File: config.mk
export PLATFORM = sky130hd
export DESIGN_NAME = jsrb_host
export DESIGN_NICKNAME = d
export VERILOG_FILES = /design/src/rtl/jsrb_pkg.sv /design/src/rtl/jsrb_host.sv /design/src/rtl/jsrb_sync.sv /design/src/rtl/jsrb_tck_gen.sv
export SDC_FILE = /design/constraint.sdc
export NUM_CORES = 1
export LEC_CHECK = 0
export BUFFER_PORTS_ARGS = -buffer_cell sky130_fd_sc_hd__clkbuf_2
export CORE_MARGIN = 4
export CORE_UTILIZATION = 53
export DETAILED_ROUTE_END_ITERATION = 6
export GPL_ROUTABILITY_DRIVEN = 0
export PLACE_DENSITY_LB_ADDON = 0.1
export SLEW_MARGIN = 20
export SYNTH_ARGS = -nofsm -noshare
export SYNTH_HDL_FRONTEND = slang
export SYNTH_SLANG_ARGS = --single-unit
File: constraint.sdc
create_clock -name clk -period 2.91 [get_ports clk]
set_clock_uncertainty 0.1 [all_clocks]
set_input_delay 0 -clock clk [delete_from_list [all_inputs] [get_ports clk]]
set_output_delay 0 -clock clk [all_outputs]
set_load 0.005 [all_outputs]
File: src/rtl/jsrb_pkg.sv
// Constants and types shared by the shutdown readback sequencer
package jsrb_pkg;
    // ------------------------------------------------------------
    // Timing
    // ------------------------------------------------------------
    localparam int CLK_HZ = 25000000;
    // Fast enough that a whole readback fits a short regression
    localparam int TCK_HZ = 2500000;
    localparam int TCK_HALF_CYC = CLK_HZ / (2 * TCK_HZ);
    localparam logic [7:0] TCK_HALF_LAST = 8'(TCK_HALF_CYC - 1);
    // ------------------------------------------------------------
    // Sequence counts, in TCK cycles
    // ------------------------------------------------------------
    localparam logic [15:0] RTI_SHUTDOWN_CYC = 16'd12;
    localparam logic [15:0] TMS_HI_2 = 16'd2;
    localparam logic [15:0] TMS_LO_2 = 16'd2;
    localparam logic [15:0] TMS_HI_3 = 16'd3;
    localparam logic [15:0] IR_LOW_BITS = 16'd9;
    localparam logic [15:0] PKT_LOW_BITS = 16'd351;
    localparam logic [15:0] TLR_CYC = 16'd5;
    localparam int PKT_WORDS = 11;
    localparam int PKT_BITS = 352;
    // ------------------------------------------------------------
    // Instructions, ten bits, shifted LSB first
    // ------------------------------------------------------------
    localparam logic [9:0] CFG_IN_INSTR = 10'h3C5;
    localparam logic [9:0] CFG_OUT_INSTR = 10'h3C4;
    // ------------------------------------------------------------
    // Packet stream, first word first, each word MSB first
    // ------------------------------------------------------------
    localparam logic [31:0] PKT_DUMMY = 32'h0FFFFFFF;
    localparam logic [31:0] PKT_SYNC = 32'hAA995566;
    localparam logic [31:0] PKT_NOOP = 32'h02000000;
    localparam logic [31:0] PKT_CMD_HDR = 32'h30008001;
    localparam logic [31:0] PKT_RESTART = 32'h00000004;
    localparam logic [31:0] PKT_FAR_HDR = 32'h30002001;
    localparam logic [31:0] PKT_FAR_ADDR = 32'h00000000;
    localparam logic [31:0] PKT_FRAME_READOUT_REGISTER_HDR = 32'h28006000;
    localparam logic [31:0] PKT_WCNT_HDR = 32'h48024090;
    localparam logic [31:0] PKT_FLUSH = 32'h20000000;
    // Only the low count field is used: 0x090 words for this header
    localparam logic [26:0] WCNT_MASK = 27'h0000FFF;
    localparam int WORD_BITS = 32;
    // ------------------------------------------------------------
    // Sequencer states
    // ------------------------------------------------------------
    typedef enum logic [15:0] {
        ST_IDLE = 16'h0001,
        ST_RTI = 16'h0002,
        ST_SIR1_HI = 16'h0004,
        ST_SIR1_LO = 16'h0008,
        ST_IR1 = 16'h0010,
        ST_SDR1_HI = 16'h0020,
        ST_SDR1_LO = 16'h0040,
        ST_PKT = 16'h0080,
        ST_SIR2_HI = 16'h0100,
        ST_SIR2_LO = 16'h0200,
        ST_IR2 = 16'h0400,
        ST_SDR2_HI = 16'h0800,
        ST_SDR2_LO = 16'h1000,
        ST_RDO = 16'h2000,
        ST_SIR3 = 16'h4000,
        ST_TLR = 16'h8000
    } jsrb_state_type;
endpackage

File: src/rtl/jsrb_host.sv
// JTAG host that runs the shutdown readback tail sequence
// ------------------------------------------------------------
// Functional notes
// - After the shutdown instruction, TMS stays low in Run-Test/Idle for 12 TCK cycles.
// - The configuration-input instruction goes out as ten bits LSB first, MSB with TMS high.
// - After an instruction, TMS high two cycles then low two cycles reaches Shift-DR.
// - Packets dummy, sync, no-op, command header and restart command go MSB first.
// - Then frame-address header, start address, readout header, word count and two flushes.
// - The packet stream runs 351 cycles with TMS low and the last bit with TMS high.
// - After the packets, TMS high three cycles then low two cycles reaches Shift-IR.
// - The configuration-output instruction goes out as ten bits LSB first, MSB with TMS high.
// - Readout takes count minus one bits with TMS low and the last bit with TMS high.
// - The sequence ends with TMS high for five cycles to Test-Logic-Reset.
module jsrb_host (
    // Clock and reset
    input wire logic clk,
    input wire logic sys_rst,
    // User control
    input wire logic start,
    input wire logic [15:0] dummy_frame_bits,
    output logic busy,
    output logic done,
    // Readback data
    output logic rd_valid,
    output logic rd_bit,
    // JTAG pins
    output logic tck,
    output logic tms,
    output logic tdi,
    input wire logic tdo
);
    import jsrb_pkg::*;
    // ------------------------------------------------------------
    // Packet stream and derived lengths
    // ------------------------------------------------------------
    localparam logic [PKT_BITS-1:0] PKT_STREAM = {PKT_DUMMY, PKT_SYNC, PKT_NOOP,
        PKT_CMD_HDR, PKT_RESTART, PKT_FAR_HDR, PKT_FAR_ADDR, PKT_FRAME_READOUT_REGISTER_HDR,
        PKT_WCNT_HDR, PKT_FLUSH, PKT_FLUSH};
    localparam logic [26:0] RD_WORDS = PKT_WCNT_HDR[26:0] & WCNT_MASK;
    localparam logic [31:0] RD_BITS = 32'(RD_WORDS) * 32'(WORD_BITS);
    localparam logic [31:0] RD_LOW_BITS = RD_BITS - 32'd1;
    // ------------------------------------------------------------
    // State
    // ------------------------------------------------------------
    jsrb_state_type st_q, st_d;
    logic [31:0] cnt_q, cnt_d;
    logic [8:0] pix_q, pix_d;
    logic [31:0] rdn_q;
    logic tms_q, tms_d, tdi_q, tdi_d;
    logic busy_q, done_q, rv_q, rb_q;
    logic tck_w, fall_w, rise_w, tdo_s;
    jsrb_tck_gen u_tck (
        .clk(clk),
        .sys_rst(sys_rst),
        .run(busy_q),
        .fall_stb(fall_w),
        .rise_stb(rise_w),
        .tck(tck_w)
    );
    jsrb_sync u_tdo (
        .clk(clk),
        .sys_rst(sys_rst),
        .din(tdo),
        .dout(tdo_s)
    );
    // ------------------------------------------------------------
    // Sequencing
    // ------------------------------------------------------------
    // Each state other than ST_IDLE lasts a fixed number of TCK falls; cnt counts them down
    wire last = (cnt_q == 32'd1);
    wire [8:0] pkt_idx = 9'(PKT_BITS - 1) - pix_q;
    wire pkt_bit = PKT_STREAM[pkt_idx];
    wire ir1_bit = CFG_IN_INSTR[pix_q[3:0]];
    wire ir2_bit = CFG_OUT_INSTR[pix_q[3:0]];
    // Sample TDO on the rising edge of TCK during readout shift cycles
    wire rd_take = rise_w && (st_q == ST_RDO);
    always_comb begin
        st_d = st_q;
        cnt_d = cnt_q;
        pix_d = pix_q;
        tms_d = tms_q;
        tdi_d = tdi_q;
        if (st_q == ST_IDLE) begin
            if (start) begin
                st_d = ST_RTI;
                cnt_d = 32'(RTI_SHUTDOWN_CYC);
                tms_d = 1'b0;
                tdi_d = 1'b0;
            end
        end else if (fall_w) begin
            cnt_d = cnt_q - 32'd1;
            pix_d = pix_q + 9'd1;
            case (st_q)
                ST_RTI: if (last) begin
                    st_d = ST_SIR1_HI; cnt_d = 32'(TMS_HI_2); tms_d = 1'b1;
                end
                ST_SIR1_HI: if (last) begin
                    st_d = ST_SIR1_LO; cnt_d = 32'(TMS_LO_2); tms_d = 1'b0;
                end
                ST_SIR1_LO: if (last) begin
                    st_d = ST_IR1; cnt_d = 32'(IR_LOW_BITS) + 32'd1; pix_d = 9'd0;
                    tdi_d = CFG_IN_INSTR[0];
                end
                ST_IR1: begin
                    tdi_d = CFG_IN_INSTR[pix_d[3:0]];
                    tms_d = (cnt_q == 32'd2);
                    if (last) begin
                        // Exit bit lands in Exit1-IR; two more highs reach Select-DR
                        st_d = ST_SDR1_HI; cnt_d = 32'(TMS_HI_2); tms_d = 1'b1;
                        tdi_d = 1'b0;
                    end
                end
                ST_SDR1_HI: if (last) begin
                    st_d = ST_SDR1_LO; cnt_d = 32'(TMS_LO_2); tms_d = 1'b0;
                end
                ST_SDR1_LO: if (last) begin
                    st_d = ST_PKT; cnt_d = 32'(PKT_LOW_BITS) + 32'd1; pix_d = 9'd0;
                    tdi_d = PKT_STREAM[PKT_BITS-1];
                end
                ST_PKT: begin
                    tdi_d = PKT_STREAM[9'(PKT_BITS - 1) - pix_d];
                    tms_d = (cnt_q == 32'd2);
                    if (last) begin
                        st_d = ST_SIR2_HI; cnt_d = 32'(TMS_HI_3); tms_d = 1'b1;
                        tdi_d = 1'b0;
                    end
                end
                ST_SIR2_HI: if (last) begin
                    st_d = ST_SIR2_LO; cnt_d = 32'(TMS_LO_2); tms_d = 1'b0;
                end
                ST_SIR2_LO: if (last) begin
                    st_d = ST_IR2; cnt_d = 32'(IR_LOW_BITS) + 32'd1; pix_d = 9'd0;
                    tdi_d = CFG_OUT_INSTR[0];
                end
                ST_IR2: begin
                    tdi_d = CFG_OUT_INSTR[pix_d[3:0]];
                    tms_d = (cnt_q == 32'd2);
                    if (last) begin
                        st_d = ST_SDR2_HI; cnt_d = 32'(TMS_HI_2); tms_d = 1'b1;
                        tdi_d = 1'b0;
                    end
                end
                ST_SDR2_HI: if (last) begin
                    st_d = ST_SDR2_LO; cnt_d = 32'(TMS_LO_2); tms_d = 1'b0;
                end
                ST_SDR2_LO: if (last) begin
                    st_d = ST_RDO; cnt_d = RD_LOW_BITS + 32'd1; tdi_d = 1'b0;
                end
                ST_RDO: begin
                    tms_d = (cnt_q == 32'd2);
                    if (last) begin
                        st_d = ST_SIR3; cnt_d = 32'(TMS_HI_3) + 32'(TMS_LO_2);
                        tms_d = 1'b1;
                    end
                end
                ST_SIR3: begin
                    tms_d = (cnt_q > 32'd3);
                    if (last) begin
                        st_d = ST_TLR; cnt_d = 32'(TLR_CYC); tms_d = 1'b1;
                    end
                end
                ST_TLR: if (last) begin
                    st_d = ST_IDLE; cnt_d = 32'd0;
                end
                default: st_d = ST_IDLE;
            endcase
        end
    end
    // ------------------------------------------------------------
    // Registers
    // ------------------------------------------------------------
    always_ff @(posedge clk) begin
        if (sys_rst) begin
            st_q <= ST_IDLE;
            cnt_q <= 32'd0;
            pix_q <= 9'd0;
            tms_q <= 1'b1;
            tdi_q <= 1'b0;
        end else begin
            st_q <= st_d;
            cnt_q <= cnt_d;
            pix_q <= pix_d;
            tms_q <= tms_d;
            tdi_q <= tdi_d;
        end
    end
    // Leading frame bits are dropped before reaching the user stream
    always_ff @(posedge clk) begin
        if (sys_rst) begin
            busy_q <= 1'b0;
            done_q <= 1'b0;
            rv_q <= 1'b0;
            rb_q <= 1'b0;
            rdn_q <= 32'd0;
        end else begin
            busy_q <= (st_d != ST_IDLE);
            done_q <= (st_q == ST_TLR) && (st_d == ST_IDLE);
            rv_q <= rd_take && (rdn_q >= 32'(dummy_frame_bits));
            rb_q <= tdo_s;
            rdn_q <= (st_q == ST_IDLE) ? 32'd0 : (rd_take ? rdn_q + 32'd1 : rdn_q);
        end
    end
    logic tck_q;
    always_ff @(posedge clk) begin
        if (sys_rst) begin
            tck_q <= 1'b0;
        end else begin
            tck_q <= tck_w;
        end
    end
    assign tck = tck_q;
    assign tms = tms_q;
    assign tdi = tdi_q;
    assign busy = busy_q;
    assign done = done_q;
    assign rd_valid = rv_q;
    assign rd_bit = rb_q;
endmodule

File: src/rtl/jsrb_sync.sv
// Two-flop synchroniser for the TDO pin
module jsrb_sync (
    // Clock and reset
    input wire logic clk,
    input wire logic sys_rst,
    // Asynchronous input and result
    input wire logic din,
    output logic dout
);
    logic meta_q;
    logic sync_q;
    always_ff @(posedge clk) begin
        if (sys_rst) begin
            meta_q <= 1'b0;
            sync_q <= 1'b0;
        end else begin
            meta_q <= din;
            sync_q <= meta_q;
        end
    end
    assign dout = sync_q;
endmodule

File: src/rtl/jsrb_tck_gen.sv
// TCK divider: clock output that runs only while run is high, plus edge strobes
module jsrb_tck_gen (
    // Clock and reset
    input wire logic clk,
    input wire logic sys_rst,
    // Control
    input wire logic run,
    // Strobes and clock
    output logic fall_stb,
    output logic rise_stb,
    output logic tck
);
    import jsrb_pkg::*;
    logic [7:0] cnt_q;
    logic tck_q;
    wire half_done = (cnt_q == TCK_HALF_LAST);
    // TCK stands low while idle so the TAP sees no stray edges
    always_ff @(posedge clk) begin
        if (sys_rst || !run) begin
            cnt_q <= 8'h00;
            tck_q <= 1'b0;
        end else if (half_done) begin
            cnt_q <= 8'h00;
            tck_q <= ~tck_q;
        end else begin
            cnt_q <= cnt_q + 8'h01;
        end
    end
    assign rise_stb = run && half_done && !tck_q;
    assign fall_stb = run && half_done && tck_q;
    assign tck = tck_q;
endmodule

==> flow_summary.ini <==
[run_status]
status = finished with violations
failed_checks = negative setup slack

[logic_synthesis]
ys_ff_latch = 107
dominantRegCellSynth = dfxtp_1
yosysMostFrequentCell = nor2_1
synth-edff-count = 0
yosys.area.top_type = dfxtp_1
ys_seq_area_share_pct = 32.9
synth_common_cells = 117 x nor2_1, 107 x dfxtp_1, 70 x nand2_1, 43 x a21oi_1, 42 x o21ai_0
ys_async_sr_fraction_pct = 0
synth_cells = 841
ys_types = 64
syn_area_um2 = 6510
synthTopCellsByArea = dfxtp_1 33%, nor2_1 6.7%, ha_1 5.4%, xor2_1 5.0%, xnor2_1 4.2%
synth.avg_cell_area_um2 = 7.74
syn_nets = 889
yosysWarnings = 0
yosysTopAreaCellShare_pct = 32.9

[grt]
grt_max_degree = 33
antenna_found_initial = 0
grt_pass1_wl_um = 28500
track_usage_pct = 24.0
grt-ovfl-total = 0
first_global_vias = 6031

[worst_setup_path]
critPathSlowestCell = or4_4
crit_end = done
worst-r2r-setup-slack_ns = -0.08
critPathMostFrequentCell = or4_4
r2r_cells = 8
cp_cell_sequence = or4_4 -> or4_4 -> or4_4 -> nor2_4 -> a41oi_2 -> and3_4 -> nor4_2 -> and4_1
r2r_start = cnt_q[23]
reg2reg_to = done
worstSetupEndpointType = flip-flop
cp.arrival_ns = 3.19
path_max_fanout = 3
critPathRequiredTime_ns = 3.11
crit_path_start = cnt_q[23]
startpoint_type = flip-flop
cp_slowest_stage_delay_ns = 0.55
critPathKind = flip-flop to flip-flop

[drt]
finalWirelength_um = 17000
dr.first_iter.drc_count = 479
via_per_inst = 5.93
num_vias = 6391
dr.pass1.iters = 5
antenna_left = 0
drc = 0
post_drt_wl_per_cell_um = 15.8

[placement]
port_buffers = 26
dp_cells = 1048
dpl.hpwl_um = 12400

[min_path]
hp-class = input port to flip-flop

[die]
die_area_um2 = 14100
die_h_um = 119
die_x_um = 119
coreArea_um2 = 12000
rows = 40
io-pin-count = 27
initial_core_util_pct = 54.2

[sta]
worst_slack_ns = -0.0756
finalHoldViolations = 0
slew_viol_final = 0
rsz0062_at_grt = true
slew_headroom_pct = 50.5
min_period_ns = 2.99
fmax_mhz = 335
final-setup-viol-count = 2
period_share_pct = 103
tightestPinTransition_ns = 0.737
whs_ns = 0.0258

[clocking]
clkLatencyLatePin_ns = 0.36
clk_pin_slew_worst_paths_ns = 0.07
cts_max_level = 3
cts_made_buffers = 9
clockBufferDepth = 2
clock_sinks = 107
cts_tree = built
clockRootBuffer = clkbuf_16

[finish]
syn_to_final_growth_pct = 21.3
fin_nets = 974
fillers = 1016
n_antenna_cell = 0
fin_cells = 1078
drive_gt1_share_pct = 21.4

[power_and_ir_drop]
p_per_area_nw_per_um2 = 429
p_leak_nw = 3.27
vdd_drop_max_uv = 342

[flow_run]
cap_violations = 0
[metal layers]
metal  up-vias  share of wire [%]  global-route usage (%)
li1       3172                  -                       -
met1      2958                 44                    30.8
met2       223                 48                    40.2
met3        38                5.6                    4.75
met4         0                2.3                    8.69
met5         -                  0                       0
[through the flow]
step / power (mW) / setup TNS, ns / worst slack, ns / instance area [um^2] / util, %
2_1_floorplan: 1.98 / 0 / 0.00528 / 6530 / -
3_3_place_gp: 2.17 / -0.0300 / -0.0300 / 7280 / 60.6
3_5_place_dp: 2.19 / -0.260 / -0.0674 / 7280 / 60.6
4_1_cts: 3.39 / -0.0624 / -0.0386 / 7640 / 63.6
5_1_grt: 3.54 / -1.02 / -0.146 / 7900 / 65.7
6_report: 3.39 / -0.150 / -0.0756 / 7900 / 65.7
[cell type report]
| class | count | area (um^2) | share of cell area (%) |
|---|---|---|---|
| Clock buffer | 9 | 225 | 2.85 |
| Clock inverter | 7 | 52.6 | 0.666 |
| Inverter | 30 | 113 | 1.43 |
| Multi-Input combinational cell | 660 | 4300 | 54.5 |
| Sequential cell | 107 | 2150 | 27.3 |
| Tap cell | 147 | 184 | 2.33 |
| Timing Repair Buffer | 118 | 868 | 11.0 |
[repair_timing]
item | CTS | global route
hold endpoints to repair | 9 | 0
endpoints found under the setup margin | 16 | 48
hold buffers | 3 | 0
buffers inserted | 1 | 9
cloned | 1 | 0
pin swaps | 1 | 19
resized for setup | 12 | 47
[report_power, final]
group | internal [mW] | leakage [nW] | switching, mW | total (mW)
clock | 0.587 | 0.136 | 0.588 | 1.18
sequential | 1.52 | 0.869 | 0.0445 | 1.56
combinational | 0.304 | 2.26 | 0.349 | 0.653
[worst min path at each step]
stage	from	endpoint	depth (start not counted)
after floorplan	tdo	u_tdo.meta_q	1
after global placement	tdo	u_tdo.meta_q	2
after detailed placement	tdo	u_tdo.meta_q	2
after CTS	dummy_frame_bits[6]	rd_valid	5
after global routing	dummy_frame_bits[6]	rd_valid	5
final	dummy_frame_bits[6]	rd_valid	5
[critical path, delay by kind of cell (launching register included)]
family	cells	cell delay [ns]
and+or+nand+nor	7	2.44
AOI/OAI and AO/OA	1	0.06
DFF	1	0.32
[cell usage in the layout (no fill, tap or decap), types with 26 or more instances in the layout]
cell      synthesis  final
dfxtp_1         107    100
nor3_1           34     30
nand3_1          40     39
buf_4             0     84
a21oi_1          43     41
nor2_1          117    115
xnor2_1          31     30
nand2_1          70     69
xor2_1           37     36
inv_1            30     30
o21ai_0          42     39
clkbuf_2          0     26
ha_1             28     27
[cell families after synthesis]
group	Yosys count	share of synthesized area [%]
XOR/XNOR	68	9.15
AO/OA/AOI/OAI	152	15.0
adder cells (fa/ha/maj)	28	5.38
AND/OR/NAND/NOR	408	32.5
multiplexers	4	0.615
buffers and inverters	74	4.46
flip-flops	107	32.9
[sequential cells by signal (all words and copies together) (netlist names)]
signal / count
cnt_q: 32
rdn_q: 32
st_q: 16
pix_q: 9
u_tck.cnt_q: 8
busy: 1
done: 1
rd_bit: 1
rd_valid: 1
tck: 1
tdi: 1
tms: 1
u_tck.tck: 1
u_tdo.dout: 1
u_tdo.meta_q: 1
No activity file was read; power rests on OpenSTA's default activity.
